`src/verilog/adccc_regs.svh`:
```
// Purpose: register offsets, field positions and reset values of the calibration/config bank
// Assumes: 16-bit registers, word-indexed offsets
// Notes: definitions only
`ifndef ADCCC_REGS_SVH
`define ADCCC_REGS_SVH
`define ADCCC_ADDR_W 6
`define ADCCC_OFS_CH1_GAIN_LOW 6'h12
`define ADCCC_OFS_CH2_CONFIG 6'h13
`define ADCCC_OFS_CH2_OFFSET_HIGH 6'h14
`define ADCCC_OFS_CH2_OFFSET_LOW 6'h15
`define ADCCC_OFS_CH2_GAIN_HIGH 6'h16
`define ADCCC_OFS_CH2_GAIN_LOW 6'h17
`define ADCCC_RST_CH1_GAIN_LOW 16'h0000
`define ADCCC_RST_CH2_CONFIG 16'h0000
`define ADCCC_RST_CH2_OFFSET_HIGH 16'h0000
`define ADCCC_RST_CH2_OFFSET_LOW 16'h0000
`define ADCCC_RST_CH2_GAIN_HIGH 16'h8000
`define ADCCC_RST_CH2_GAIN_LOW 16'h0000
`define ADCCC_PHASE_MSB 15
`define ADCCC_PHASE_LSB 6
`define ADCCC_TSSRC_BIT 5
`define ADCCC_TSON_BIT 4
`define ADCCC_RSVD_BIT 3
`define ADCCC_TSINV_BIT 2
`define ADCCC_MUX_MSB 1
`define ADCCC_MUX_LSB 0
`define ADCCC_LOWBYTE_MSB 15
`define ADCCC_LOWBYTE_LSB 8
`endif
```
`src/verilog/adccc_pkg.sv`:
```
// Purpose: types of the calibration/config bank
// Assumes: nothing
// Notes: offsets and values live in adccc_regs.svh
package adccc_pkg;
  typedef enum logic [1:0] {
    ADCCC_IN_NORMAL,
    ADCCC_IN_SHORTED,
    ADCCC_IN_DC_DIAG,
    ADCCC_IN_AC_DIAG
  } adccc_input_sel_t;

  typedef struct packed {
    logic [9:0] chan2PhaseDelay;
    logic tempSensorSource;
    logic tempMeasureOn;
    logic tempInputInvert;
    adccc_input_sel_t chan2InputSelect;
  } adccc_ch2_config_t;

  typedef struct packed {
    logic [23:0] chan2Offset;
    logic [23:0] chan2Gain;
    logic [7:0] chan1GainLowByte;
  } adccc_cal_t;
endpackage

```
`src/verilog/adc_cal_config.sv`:
```
// Purpose: channel 1 gain low byte and channel 2 config / calibration registers
// Assumes: register port synchronous to core_clk, read data valid the cycle after the read strobe
// Notes: unmapped addresses read zero and ignore writes
//
// The plain strobed port was chosen for this implementation.
`timescale 1ns/100ps
`include "adccc_regs.svh"

module adccc_cal_config
  import adccc_pkg::*;
#(
  parameter int ADDR_W = `ADCCC_ADDR_W
)
(
  // clock and reset
  input wire logic core_clk,
  input wire logic nrst,
  // register port
  input wire logic [ADDR_W-1:0] regAddr,
  input wire logic [15:0] regWrData,
  input wire logic regWrStrobe,
  input wire logic regRdStrobe,
  output logic [15:0] regRdData,
  // settings for the channel logic
  output adccc_ch2_config_t ch2Cfg,
  output adccc_cal_t calWords
);

  // the bank offsets need at least the default index width
  if (ADDR_W < `ADCCC_ADDR_W) begin : g_addr_w_check
    $error("register index narrower than the bank offsets");
  end

  logic [15:0] ch1GainCalLow;
  logic [15:0] ch2Config;
  logic [15:0] ch2OffsetCalHigh;
  logic [15:0] ch2OffsetCalLow;
  logic [15:0] ch2GainCalHigh;
  logic [15:0] ch2GainCalLow;
  logic [15:0] next_regRdData;

  // true when the index selects the given bank offset
  function automatic logic hit(input logic [ADDR_W-1:0] a, input logic [`ADCCC_ADDR_W-1:0] ofs);
    hit = (a == ADDR_W'(ofs));
  endfunction

  // true for the three calibration low words
  function automatic logic isLowReg(input logic [ADDR_W-1:0] a);
    isLowReg = hit(a, `ADCCC_OFS_CH1_GAIN_LOW) || hit(a, `ADCCC_OFS_CH2_OFFSET_LOW)
      || hit(a, `ADCCC_OFS_CH2_GAIN_LOW);
  endfunction

  // true for any index that the bank answers
  function automatic logic isMapped(input logic [ADDR_W-1:0] a);
    isMapped = isLowReg(a) || hit(a, `ADCCC_OFS_CH2_CONFIG) || hit(a, `ADCCC_OFS_CH2_OFFSET_HIGH)
      || hit(a, `ADCCC_OFS_CH2_GAIN_HIGH);
  endfunction

  // keeps only the writable upper byte of a calibration low word
  function automatic logic [15:0] lowWordMask(input logic [15:0] d);
    lowWordMask = {d[`ADCCC_LOWBYTE_MSB:`ADCCC_LOWBYTE_LSB], 8'h00};
  endfunction

  // clears the reserved config bit so it always reads zero
  function automatic logic [15:0] cfgMask(input logic [15:0] d);
    cfgMask = d;
    cfgMask[`ADCCC_RSVD_BIT] = 1'b0;
  endfunction

  always_ff @(posedge core_clk or negedge nrst) begin
    if (!nrst) begin
      ch1GainCalLow <= `ADCCC_RST_CH1_GAIN_LOW;
    end else if (regWrStrobe && hit(regAddr, `ADCCC_OFS_CH1_GAIN_LOW)) begin
      ch1GainCalLow <= lowWordMask(regWrData);
    end
  end

  always_ff @(posedge core_clk or negedge nrst) begin
    if (!nrst) begin
      ch2Config <= `ADCCC_RST_CH2_CONFIG;
    end else if (regWrStrobe && hit(regAddr, `ADCCC_OFS_CH2_CONFIG)) begin
      ch2Config <= cfgMask(regWrData);
    end
  end

  always_ff @(posedge core_clk or negedge nrst) begin
    if (!nrst) begin
      ch2OffsetCalHigh <= `ADCCC_RST_CH2_OFFSET_HIGH;
    end else if (regWrStrobe && hit(regAddr, `ADCCC_OFS_CH2_OFFSET_HIGH)) begin
      ch2OffsetCalHigh <= regWrData;
    end
  end

  always_ff @(posedge core_clk or negedge nrst) begin
    if (!nrst) begin
      ch2OffsetCalLow <= `ADCCC_RST_CH2_OFFSET_LOW;
    end else if (regWrStrobe && hit(regAddr, `ADCCC_OFS_CH2_OFFSET_LOW)) begin
      ch2OffsetCalLow <= lowWordMask(regWrData);
    end
  end

  always_ff @(posedge core_clk or negedge nrst) begin
    if (!nrst) begin
      ch2GainCalHigh <= `ADCCC_RST_CH2_GAIN_HIGH;
    end else if (regWrStrobe && hit(regAddr, `ADCCC_OFS_CH2_GAIN_HIGH)) begin
      ch2GainCalHigh <= regWrData;
    end
  end

  always_ff @(posedge core_clk or negedge nrst) begin
    if (!nrst) begin
      ch2GainCalLow <= `ADCCC_RST_CH2_GAIN_LOW;
    end else if (regWrStrobe && hit(regAddr, `ADCCC_OFS_CH2_GAIN_LOW)) begin
      ch2GainCalLow <= lowWordMask(regWrData);
    end
  end

  // read mux, unmapped indexes answer zero
  always_comb begin
    next_regRdData = 16'h0000;
    if (hit(regAddr, `ADCCC_OFS_CH1_GAIN_LOW)) begin
      next_regRdData = ch1GainCalLow;
    end else if (hit(regAddr, `ADCCC_OFS_CH2_CONFIG)) begin
      next_regRdData = ch2Config;
    end else if (hit(regAddr, `ADCCC_OFS_CH2_OFFSET_HIGH)) begin
      next_regRdData = ch2OffsetCalHigh;
    end else if (hit(regAddr, `ADCCC_OFS_CH2_OFFSET_LOW)) begin
      next_regRdData = ch2OffsetCalLow;
    end else if (hit(regAddr, `ADCCC_OFS_CH2_GAIN_HIGH)) begin
      next_regRdData = ch2GainCalHigh;
    end else if (hit(regAddr, `ADCCC_OFS_CH2_GAIN_LOW)) begin
      next_regRdData = ch2GainCalLow;
    end
  end

  // read data stands only in the cycle after the strobe
  always_ff @(posedge core_clk or negedge nrst) begin
    if (!nrst) begin
      regRdData <= 16'h0000;
    end else if (regRdStrobe) begin
      regRdData <= next_regRdData;
    end else begin
      regRdData <= 16'h0000;
    end
  end

  // settings for the channel logic, registered so outputs leave flip-flops
  always_ff @(posedge core_clk or negedge nrst) begin
    if (!nrst) begin
      ch2Cfg <= '0;
    end else begin
      ch2Cfg.chan2PhaseDelay <= ch2Config[`ADCCC_PHASE_MSB:`ADCCC_PHASE_LSB];
      ch2Cfg.tempSensorSource <= ch2Config[`ADCCC_TSSRC_BIT];
      ch2Cfg.tempMeasureOn <= ch2Config[`ADCCC_TSON_BIT];
      ch2Cfg.tempInputInvert <= ch2Config[`ADCCC_TSINV_BIT];
      ch2Cfg.chan2InputSelect <= adccc_input_sel_t'(ch2Config[`ADCCC_MUX_MSB:`ADCCC_MUX_LSB]);
    end
  end

  always_ff @(posedge core_clk or negedge nrst) begin
    if (!nrst) begin
      calWords <= {`ADCCC_RST_CH2_OFFSET_HIGH, 8'h00, `ADCCC_RST_CH2_GAIN_HIGH, 8'h00, 8'h00};
    end else begin
      calWords.chan2Offset <= {ch2OffsetCalHigh, ch2OffsetCalLow[15:8]};
      calWords.chan2Gain <= {ch2GainCalHigh, ch2GainCalLow[15:8]};
      calWords.chan1GainLowByte <= ch1GainCalLow[15:8];
    end
  end
endmodule

```
`config.mk`:
```
export PLATFORM = sky130hd
export DESIGN_NAME = adccc_cal_config
export DESIGN_NICKNAME = d
export VERILOG_FILES = /design/src/verilog/adccc_pkg.sv /design/src/verilog/adc_cal_config.sv
export VERILOG_INCLUDE_DIRS = /design/src /design/src/verilog
export SDC_FILE = /design/constraint.sdc
export NUM_CORES = 1
export LEC_CHECK = 0
export BUFFER_PORTS_ARGS = -buffer_cell sky130_fd_sc_hd__buf_2
export CORE_MARGIN = 2
export CORE_UTILIZATION = 54
export DETAILED_ROUTE_END_ITERATION = 7
export GPL_ROUTABILITY_DRIVEN = 0
export PLACE_DENSITY = 0.79
export REMOVE_ABC_BUFFERS = 1
export SLEW_MARGIN = 20
export SYNTH_ARGS = -nofsm -noshare
export SYNTH_HDL_FRONTEND = slang
export SYNTH_SLANG_ARGS = --single-unit
```
`constraint.sdc`:
```
create_clock -name core_clk -period 1.5 [get_ports core_clk]
set_input_delay 0.15 -clock core_clk [delete_from_list [all_inputs] [get_ports core_clk]]
set_output_delay 0.15 -clock core_clk [all_outputs]
set_load 0.03 [all_outputs]
```
After elaboration in Yosys (flattened, before gate mapping) --
Cells that the tools add are included.
Operators by class: reduce and logical (&&, ||, !) cells 6, equal/unequal tests 6, mux-type cells 7
Operators by type and width (number):
- two-way mux 16 bit | 7
- equality test 6 x 5 -> 1 bit, second input constant | 6
- logical AND 1 bit | 6
Storage, ports and cells: input port bits 26, word-level logic and storage cells 34, register bits 158, output and inout port bits 87

Logic depth before layout (Yosys ltp) --
Gate-level depths: netlist of run 1.
depth in word-level cells 8, gate-level depth with buffers 5, gate-level depth less buffers 3

Least setup slack after synthesis of run 1 --
OpenSTA, ideal clock, no wires.
kind input port to flip-flop, from in regAddr[0], to reg regRdData[14], path buffers 2, required time 1370 ps, cell stages on the path 5, arrival time 1307 ps, setup time 130 ps, slack 62 ps, path through buf_2 buf_2 mux4_2 a32oi_1 a21oi_1
Between the ends: longest elaborated chain between the ends 8, elaborated cells between the ends (all ways) 13, those cells by class 6 x eq/ne; 7 x mux
Ends and longest elaborated chain:
- start, declared | line adc_cal_config.sv:19 | input wire logic [ADDR_W-1:0] regAddr,
- equality test 6 x 5 -> 1 bit | line adc_cal_config.sv:44 | hit = (a == ADDR_W'(ofs));
- two-way mux 16 bit | line adc_cal_config.sv:131 | end else if (hit(regAddr, `ADCCC_OFS_CH2_GAIN_LOW)) begin
- two-way mux 16 bit | line adc_cal_config.sv:129 | end else if (hit(regAddr, `ADCCC_OFS_CH2_GAIN_HIGH)) begin
- two-way mux 16 bit | line adc_cal_config.sv:127 | end else if (hit(regAddr, `ADCCC_OFS_CH2_OFFSET_LOW)) begin
- two-way mux 16 bit | line adc_cal_config.sv:125 | end else if (hit(regAddr, `ADCCC_OFS_CH2_OFFSET_HIGH)) begin
- two-way mux 16 bit | line adc_cal_config.sv:123 | end else if (hit(regAddr, `ADCCC_OFS_CH2_CONFIG)) begin
- two-way mux 16 bit (*) | line adc_cal_config.sv:121 | if (hit(regAddr, `ADCCC_OFS_CH1_GAIN_LOW)) begin
- two-way mux 16 bit (*) | line adc_cal_config.sv:140 | end else if (regRdStrobe) begin
- end signal, assigned | line adc_cal_config.sv:141 | regRdData <= next_regRdData;
- end, declared | line adc_cal_config.sv:23 | output logic [15:0] regRdData,
Mark *: on every way between the ends. The rest lies on a longest branch, timed or not. A chain may end at the register's enable or synchronous reset.

Worst setup path after layout of run 1 --
from reg calWords[31] (netlist bit), to out calWords[31] (netlist bit)
RTL lines:
- start, declared | line adc_cal_config.sv:26 | output adccc_cal_t calWords
- start signal, assigned | line adc_cal_config.sv:162 | calWords <= {`ADCCC_RST_CH2_OFFSET_HIGH, 8'h00, `ADCCC_RST_CH2_GAIN_HIGH, 8'h00, 8'h00};
No word-level cell between the ends.

==> qor.yml, run 1 <==
status: "completed"
layout-drive-gt1-share_pct: 54.03
crit_family: "flip-flops"
timing.rr.start: "ch2GainCalLow[11]$_DFFE_PN0P_"
cts_made_buffers: 17
antenna_found_initial: 0
start_kind: "flop"
die-area_um2: 11200
cts_resized: 0
synth_area_um2: 5600
num_rows: 37
yosysUniqueCellTypes: 28
path_cells: "buf_2"
crit_required_ns: 1.35
clkTransAtPathRegs_ns: 0.06
ys_seq_elements: 158
crit_arrival_ns: 1.23
max_slew_margin_pct: 73.87
syn_inst: 322
max_freq_mhz: 725.5
die_y_um: 105.8
grt_pass1_wl_um: 18940
n_fill_cell: 665
clockBufferDepth: 2
ant_nets: 0
maxSlewViolCount: 0
place_inst: 583
portBuffers: 112
ys_seq_area_share_pct: 70.64
min_period_ns: 1.378
cpPeakStageDelay_ns: 0.52
synthToLayoutAreaGrowth_pct: 30.72
dr.pass1.iters: 4
rsz0062_at_grt: "no"
critical_path_class: "flop to output pin"
cp_max_fo: 1
die_w_um: 105.8
total_power_mw: 10.80
cts_hold_buf: 18
vias: 3380
hold_violations: 0
worst_slew_pin_slew_ns: 0.3919
drv_cap: 0
grt.total_usage_pct: 22.98
avgSynthCellArea_um2: 17.39
finalNonFillerCells: 632
cts_sinks: 158
hpwl_um: 7931
drc_errors: 0
setup_viol: 0
htree_levels: 4
yosysWarnings: 0
final_net_count: 510
hold_class: "input port to flop"
drt_wl_total_um: 12060
ios: 113
hp-start: "regAddr[0]"
drt-initial-drc-count: 129
clk_latency_ns: 0.53
cts_tree: "yes"
core_um2: 10180
critPathSlowestCell: "dfstp_2"
via_per_inst: 5.348
wl_per_cell_um: 19.07
crit_start: "calWords[31]$_DFF_PN1_"
powerDensity_nw_per_um2: 1475
fin_skew_ns: 0.007058
grt_pass1_vias: 3434
grt.overflow.total: 0
postCtsSetupBuffers: 0
layout_worst_path_cycle_share_pct: 91.90
ir_drop_mv: 0.7228
final_cell_mix: "156 x dfrtp_1, 111 x buf_2, 68 x mux2_2"
layout_commonest_cell: "dfrtp_1"
critPathBufInv: 1
critPathCaptureType: "output pin"
initial_core_util_pct: 54.99
cts-root-buf: "clkbuf_8"
cellLeakagePower_nw: 3.787
antenna_cells: 0
grt_max_degree: 48
[stage by stage]
step	hold slack, ns	utilization [%]	TNS, ns	setup slack [ns]	cell area [um^2]
after CTS	0.005861	71.88	0	0.09637	7321
final	0.02806	71.88	0	0.1216	7321
after global routing	0.01759	71.88	0	0.08893	7321
after detailed placement	0.08686	64.26	-4.564	-0.2366	6545
after floorplan	-0.1456	-	-5.400	-0.1665	5515
after global placement	0.08506	64.26	-3.239	-0.2095	6545
[cells in the mapped netlist]
library cell    n  area share [%]
mux2_2         68              14
a21oi_1        15             1.3
nand3_1         9            0.80
nand3b_1        7            0.94
and4bb_2        1            0.22
buf_4           2            0.27
mux4_2          8             3.2
dfstp_2         2            0.94
or4b_2          1            0.18
nand3_4         1            0.31
clkbuf_1        5            0.34
a32oi_1         8             1.3
buf_2           8            0.71
nand2_1         1           0.067
mux2_4         10             2.7
o21ai_4         1            0.29
and2_1          1            0.11
o31ai_1         8             1.1
nor4b_1         1            0.16
nor2_1          1           0.067
nand2b_1        1            0.11
nand3_2         2            0.36
nand4b_2        1            0.27
mux2i_1         1            0.18
nor2b_1         1            0.11
dfrtp_1       156              70
buf_6           1            0.20
nor4b_4         1            0.42
[kinds of logic after synthesis]
family / after synthesis / synth area share, %
and+or+nand+nor: 29 / 4.133
muxes: 87 / 19.75
DFF: 158 / 70.64
buffers and inverters: 16 / 1.519
AOI/OAI and AO/OA: 32 / 3.955
[metal layers]
| layer | vias up | wire, um | GRT usage, % |
|---|---|---|---|
| li1 | 1494 | - | - |
| met1 | 1733 | 5346 | 31.84 |
| met2 | 125 | 5610 | 34.29 |
| met3 | 28 | 801 | 7.050 |
| met4 | 0 | 296 | 9.398 |
| met5 | - | 0 | 0 |
[report_power, final]
group,switching [mW],internal [mW],leakage (nW)
logic,0.913,0.575,1.40
registers,0.275,4.78,2.11
clock network,1.62,2.64,0.285
total,2.80,7.99,3.79
[registers in the layout, indices dropped and copies added (netlist names)]
name and count:
ch2Config 15, ch2GainCalHigh 16, calWords 56, ch2Cfg 15, ch2GainCalLow 8, ch1GainCalLow 8
ch2OffsetCalLow 8, ch2OffsetCalHigh 16, regRdData 16
[cell type report]
type / instances / area, um^2 / area share (%)
flip-flops and latches: 158 / 3956 / 54.04
well taps: 136 / 170.2 / 2.324
clock buffers: 20 / 455.4 / 6.221
clock inverters: 11 / 140.1 / 1.914
multi-input cells: 148 / 1559 / 21.30
repair buffers: 159 / 1040 / 14.20
[tightest hold or removal path: cells and delay by family]
| family | cells | cell delay (ns) |
|---|---|---|
| buffers and inverters | 2 | 0.28 |
| and+or+nand+nor | 1 | 0.07 |
[final timing paths]
kind                                                        to  slack (ns)  depth (start not counted)
worst max-delay path                              calWords[31]        0.12                          1
worst min-delay path                    regRdData[3]$_DFF_PN0_        0.03                          3
worst max register to register         regRdData[11]$_DFF_PN0_        0.20                          3
worst min register to register          calWords[31]$_DFF_PN1_        0.38                          0
max in group asynchronous       ch2GainCalHigh[15]$_DFFE_PN1P_        0.82                          3
min in group asynchronous                  ch2Cfg[6]$_DFF_PN0_        0.11                          2
Note: power is estimated with default switching activity, not from simulation.
==> inputs of run 2 (changes only) <==
- ABC_AREA: default -> 1
- PLACE_DENSITY: 0.79 -> 0.78
==> run 2 against run 1 <==
Area after synthesis increased by 2.1%. Die area increased by 2.0%. Utilization decreased by 1.8 points. Combinational power decreased by 7%. Register-to-register slack improved by 0.26 ns. Clock-buffer cell count unchanged. Critical path type unchanged. Final area decreased by 1.2%. Highest routed layer unchanged. Synthesized cell count increased by 59%. Non-clock buffer count decreased by 14. Setup slack about the same. Via count increased by 25%. Sequential cell count unchanged.
==> qor.yml, run 2 <==
synth_area_um2: 5717  # +2.1%
synth_edf_count: 0  # unchanged
fin_skew_ns: 0.009988  # +0.002929 ns
cts_resized: 0  # unchanged
async_flop_share_pct: 100.0  # unchanged
htree_levels: 4  # unchanged
synth_top_area_share_pct: 68.29  # -1.4 points
wl_per_cell_um: 16.12  # -15%
die_w_um: 106.9  # +0.99%
yosysWarnings: 0  # unchanged
critPathCaptureType: "output pin"
cts_tree: "yes"
ir_drop_mv: 0.7821  # +8.2%
ys_seq_area_share_pct: 69.21  # -1.4 points
antenna_found_initial: 0  # unchanged
worst_slack_ns: 0.1211  # -0.0004970 ns
regMostFlops: "calWords"
hold_class: "input port to asynchronous set/reset pin"
layout-drive-gt1-share_pct: 30.61  # -23 points
grt_pass1_wl_um: 21000  # +11%
synth_common_cells: "156 x dfrtp_1, 137 x nand2_1, 42 x inv_1"
start_kind: "flop"
crit_required_ns: 1.35  # about the same
hold_violations: 0  # unchanged
cp_max_fo: 1  # unchanged
yosysUniqueCellTypes: 24  # -14%
cpPeakStageDelay_ns: 0.51  # about the same
setup_viol: 0  # unchanged
largest_reg_flops: 56  # unchanged
grt.total_usage_pct: 24.83  # +1.9 points
syn_inst: 511  # +59%
critPathBufInv: 1  # unchanged
hpwl_um: 8541  # +7.7%
layout_worst_path_cycle_share_pct: 91.93  # about the same
core_um2: 10320  # +1.4%
status: "completed"
cellLeakagePower_nw: 3.947  # +4.2%
yosysTopAreaCell: "dfrtp_1"
ys_seq_elements: 158  # unchanged
synthToLayoutAreaGrowth_pct: 26.55
ant_nets: 0  # unchanged
worst_slew_pin_slew_ns: 0.4501  # +0.05824 ns
crit_start: "calWords[31]$_DFF_PN1_"
total_power_mw: 10.42  # -3.5%
final_net_count: 686  # +35%
grt_pass1_vias: 4113  # +20%
final.setup.tns_ns: 0  # unchanged
cts_sinks: 158  # unchanged
via_per_inst: 5.209  # -2.6%
initial_core_util_pct: 55.38  # +0.39 points
ios: 113  # unchanged
timing.rr.start: "ch2GainCalLow[9]$_DFFE_PN0P_"
final_cell_mix: "156 x dfrtp_1, 137 x nand2_1, 111 x buf_2"
clk_latency_ns: 0.54  # about the same
critPathSlowestCell: "dfstp_2"
num_rows: 37  # unchanged
clockBufferDepth: 2  # unchanged
layout_commonest_cell: "dfrtp_1"
yosys.cell_count.top_type: "dfrtp_1"
die-area_um2: 11430  # +2.0%
ys_top_cells_by_area: "dfrtp_1 68%, nand2_1 9.0%, o21ai_2 3.2%"
grt_max_degree: 48  # unchanged
grt.overflow.total: 0  # unchanged
drt_wl_total_um: 13050  # +8.2%
cts-root-buf: "clkbuf_8"
crit_family: "flip-flops"
drv_cap: 0  # unchanged
n_fill_cell: 727  # +9.3%
min_period_ns: 1.379  # +0.0004970 ns
drt-initial-drc-count: 258  # +100%
crit_arrival_ns: 1.23  # about the same
dr.pass1.iters: 5  # +1
die_y_um: 106.9  # +0.99%
max_freq_mhz: 725.2  # about the same
synthFlopType: "dfrtp_1"
maxSlewViolCount: 0  # unchanged
vias: 4214  # +25%
critical_path_class: "flop to output pin"
clkTransAtPathRegs_ns: 0.06  # about the same
rsz0062_at_grt: "no"
placed_area_um2: 6496  # -0.75%
portBuffers: 112  # unchanged
path_cells: "buf_2"
postCtsSetupBuffers: 0  # unchanged
post-route-util_pct: 70.08  # -1.8 points
powerDensity_nw_per_um2: 1441  # -2.3%
dp_worst_setup_slack_ns: 0.06784  # +0.3044 ns
final_cell_area_um2: 7234  # -1.2%
avgSynthCellArea_um2: 11.19  # -36%
max_slew_margin_pct: 69.99  # -3.9 points
antenna_cells: 0  # unchanged
drc_errors: 0  # unchanged
cts_made_buffers: 17  # unchanged
-- run 2: cell types whose count changed after synthesis, moves of 22 or more --
cell     before  now
mux2_2       68    0
nand2_1       1  137
o21ai_0       0   35
nor2_1        1   23
nand3_1       9   31
inv_1         0   42
-- run 2: report_power, final --
part | leakage (nW) | switching [mW] | internal, mW
clock | 0.260 | 1.70 | 2.29
combinational | 1.57 | 0.981 | 0.404
sequential | 2.11 | 0.281 | 4.76
-- run 2: area by class of cell --
class	instances	area (um^2)	area share (%)
clock buffer	20	445.4	6.157
clock inverter	12	112.6	1.557
inverter	46	177.7	2.456
multi-input combinational	292	1475	20.39
sequential	158	3956	54.69
tap	136	170.2	2.352
timing repair buffer	145	897.1	12.40
-- run 2: final timing paths --
kind	end	slack [ns]	cells past startpoint
max reg2reg	regRdData[9]$_DFF_PN0_	0.46	6
max in group asynchronous	calWords[31]$_DFF_PN1_	0.79	3
max	calWords[31]	0.12	1
min	ch2GainCalHigh[13]$_DFFE_PN0P_	0.1	2
min in group core_clk	ch2OffsetCalLow[15]$_DFFE_PN0P_	0.11	3
min reg2reg	calWords[31]$_DFF_PN1_	0.39	0
-- run 2: timing repair --
| action | in CTS | in global routing |
|---|---|---|
| hold buffers | 18 | 0 |
| setup endpoints to repair | 0 | 0 |
| hold endpoints to repair | 217 | 0 |
-- run 2: metrics by stage --
| stage | cells | hold WS [ns] |
|---|---|---|
| 6_report | 809 | 0.09693 |
| 3_3_place_gp | 759 | 0.07203 |
| 4_1_cts | 809 | 0.08169 |
| 3_5_place_dp | 759 | 0.08140 |
| 5_1_grt | 809 | 0.1096 |
| 2_1_floorplan | 496 | -0.1456 |
-- run 2: cell families after synthesis --
family / Yosys count / share of synthesized area, %
AOI/OAI and AO/OA: 80 / 8.733
buffers and inverters: 61 / 4.990
DFF: 158 / 69.21
and+or+nand+nor: 212 / 17.07
-- run 2: per-layer routing --
| metal | vias to the layer above | global-route usage [%] | share of wire, % |
|---|---|---|---|
| met1 | 2056 | 31.39 | 40 |
| met2 | 184 | 39.40 | 51 |
| met4 | 0 | 11.60 | 2.8 |
| met5 | - | 0 | 0 |
| li1 | 1939 | - | - |
| met3 | 35 | 7.781 | 6.6 |
==> inputs of run 3 (changes only) <==
- CORE_UTILIZATION: 54 -> 49
- PLACE_DENSITY: 0.78 -> 0.75
- clock period: 1.5 -> 1.17 ns (I/O delays scaled with it)
==> run 3 against run 2 <==
The flow now finishes with violations (negative setup slack). Register-to-register slack worse by 0.29 ns. Clock power is 41% higher. Global-route usage is 3.4 points lower. Critical endpoint unchanged. Clock-buffer cell count is 3 lower. Cell count is 2.0% higher. Critical path type unchanged. Highest routed layer unchanged. Wire length is 2.9% lower. Clock skew is 0.0039 ns lower. Sequential share of layout area is 1.6 points lower. Sequential power is 29% higher. Critical path depth stayed put.
==> qor.yml, run 3 (synthesis results as in run 2) <==
status: "finished, violations left"
violations: "negative setup slack"
layout-drive-gt1-share_pct: 33.14  # +2.5 points
cts_made_buffers: 17  # unchanged
ios: 113  # unchanged
hold_class: "input port to flop"
cts-root-buf: "clkbuf_16"
worst_slack_ns: -0.01446  # -0.1355 ns
initial_core_util_pct: 50.07  # -5.3 points
clockBufferDepth: 2  # unchanged
cts_sinks: 158  # unchanged
hpwl_um: 8984  # +5.2%
n_fill_cell: 841  # +16%
grt_max_degree: 41  # -15%
setup_viol: 1  # +1
clk_latency_ns: 0.42  # -0.12 ns
rsz0062_at_grt: "yes"
placed_area_um2: 6748  # +3.9%
post-route-util_pct: 65.21  # -4.9 points
antenna_cells: 0  # unchanged
critical_path_class: "flop to output pin"
largest_reg_flops: 56  # unchanged
use_met1_pct: 27.74  # -3.7 points
worst_slew_pin_slew_ns: 0.3366  # -0.1135 ns
grt_use_met2_pct: 34.59  # -4.8 points
min_period_ns: 1.184
ant_nets: 0  # unchanged
crit_family: "flip-flops"
ir_drop_mv: 0.8346  # +6.7%
start_kind: "flop"
drv_cap: 0  # unchanged
portBuffers: 112  # unchanged
dr.pass1.iters: 5  # unchanged
final_cell_mix: "156 x dfrtp_1, 137 x nand2_1, 110 x buf_2"
max_slew_margin_pct: 77.56  # +7.6 points
synthToLayoutAreaGrowth_pct: 30.25
cellLeakagePower_nw: 4.087  # +3.5%
place_inst: 785  # +3.4%
layout_commonest_cell: "dfrtp_1"
grt.overflow.total: 0  # unchanged
final_cell_area_um2: 7446  # +2.9%
layout_worst_path_cycle_share_pct: 101.2
die_w_um: 112.0  # +4.8%
hold_violations: 0  # unchanged
crit_required_ns: 1.05  # -0.30 ns
final.setup.tns_ns: -0.01446  # -0.01446 ns
critPathBufInv: 1  # unchanged
die-area_um2: 12550  # +9.8%
antenna_found_initial: 0  # unchanged
critPathCaptureType: "output pin"
final_net_count: 695  # +1.3%
num_rows: 39  # +5.4%
drt_wl_total_um: 12670  # -2.9%
powerDensity_nw_per_um2: 1869  # +30%
critPathSlowestCell: "dfstp_2"
crit_arrival_ns: 1.07  # -0.16 ns
max_freq_mhz: 844.3
grt_pass1_vias: 4196  # +2.0%
cts_tree: "yes"
grt.total_usage_pct: 21.43  # -3.4 points
drt-initial-drc-count: 322  # +25%
clkTransAtPathRegs_ns: 0.06  # about the same
path_cells: "buf_6"
wl_per_cell_um: 15.36  # -4.7%
total_power_mw: 13.91  # +33%
fin_skew_ns: 0.006109  # -0.003879 ns
cp_max_fo: 1  # unchanged
drc_errors: 0  # unchanged
grt_pass1_wl_um: 20720  # -1.3%
cpPeakStageDelay_ns: 0.52  # about the same
via_per_inst: 4.979  # -4.4%
fin_hold_ws_ns: 0.008656  # -0.08828 ns
regMostFlops: "calWords"
core_um2: 11420  # +11%
dp_worst_setup_slack_ns: -0.1023  # -0.1701 ns
maxSlewViolCount: 0  # unchanged
grt_busiest_layer: "met2"
finalNonFillerCells: 825  # +2.0%
grt.met3_usage_pct: 5.076  # -2.7 points
vias: 4108  # -2.5%
htree_levels: 4  # unchanged
die_y_um: 112.0  # +4.8%
-- run 3: worst paths after layout --
kind / slack, ns / start / cells past startpoint / endpoint
hold / removal: 0.009 / regWrData[0] / 3 / ch2Config[0]$_DFFE_PN0P_
max in group asynchronous: 0.50 / nrst / 3 / regRdData[1]$_DFF_PN0_
setup / recovery: -0.01 / calWords[31]$_DFF_PN1_ / 1 / calWords[31]
hold reg to reg: 0.39 / ch2GainCalHigh[15]$_DFFE_PN1P_ / 0 / calWords[31]$_DFF_PN1_
min in group asynchronous: 0.15 / nrst / 2 / calWords[37]$_DFF_PN0_
setup reg to reg: 0.17 / ch2OffsetCalLow[14]$_DFFE_PN0P_ / 6 / regRdData[14]$_DFF_PN0_
-- run 3: area by class of cell --
cell class	instances	area [um^2]	share of cell area (%)
clock buffers	17	425.4	5.713
inverters	46	177.7	2.386
multi-input cells	292	1475	19.81
clock inverters	15	186.4	2.504
repair buffers	154	1046	14.05
well taps	143	178.9	2.403
flip-flops and latches	158	3956	53.13
-- run 3: what timing repair did --
action	CTS	global route
endpoints found under the hold margin	169	0
hold buffers	8	0
pin swaps	0	0
setup endpoints to repair	1	1
gates cloned	0	0
gates resized for setup	2	0
setup buffers	0	0
-- run 3: tightest hold or removal path: stages --
cell and delay (ns):
buf_2 0.08, inv_1 0.07, o21ai_2 0.13
-- run 3: report_power, final --
group          internal, mW  total, mW  leakage, nW  switching, mW
Combinational         0.541       1.79         1.67           1.25
Clock                  3.39       5.65        0.304           2.25
Sequential             6.10       6.48         2.11          0.373
Total                  10.0       13.9         4.09           3.87
-- run 3: layer usage --
| metal | routed length [um] | up-vias | part of all wire, % |
|---|---|---|---|
| li1 | - | 1949 | - |
| met1 | 5271 | 1999 | 42 |
| met2 | 6401 | 135 | 51 |
| met3 | 690 | 25 | 5.4 |
| met4 | 308 | 0 | 2.4 |
| met5 | 0 | - | 0 |
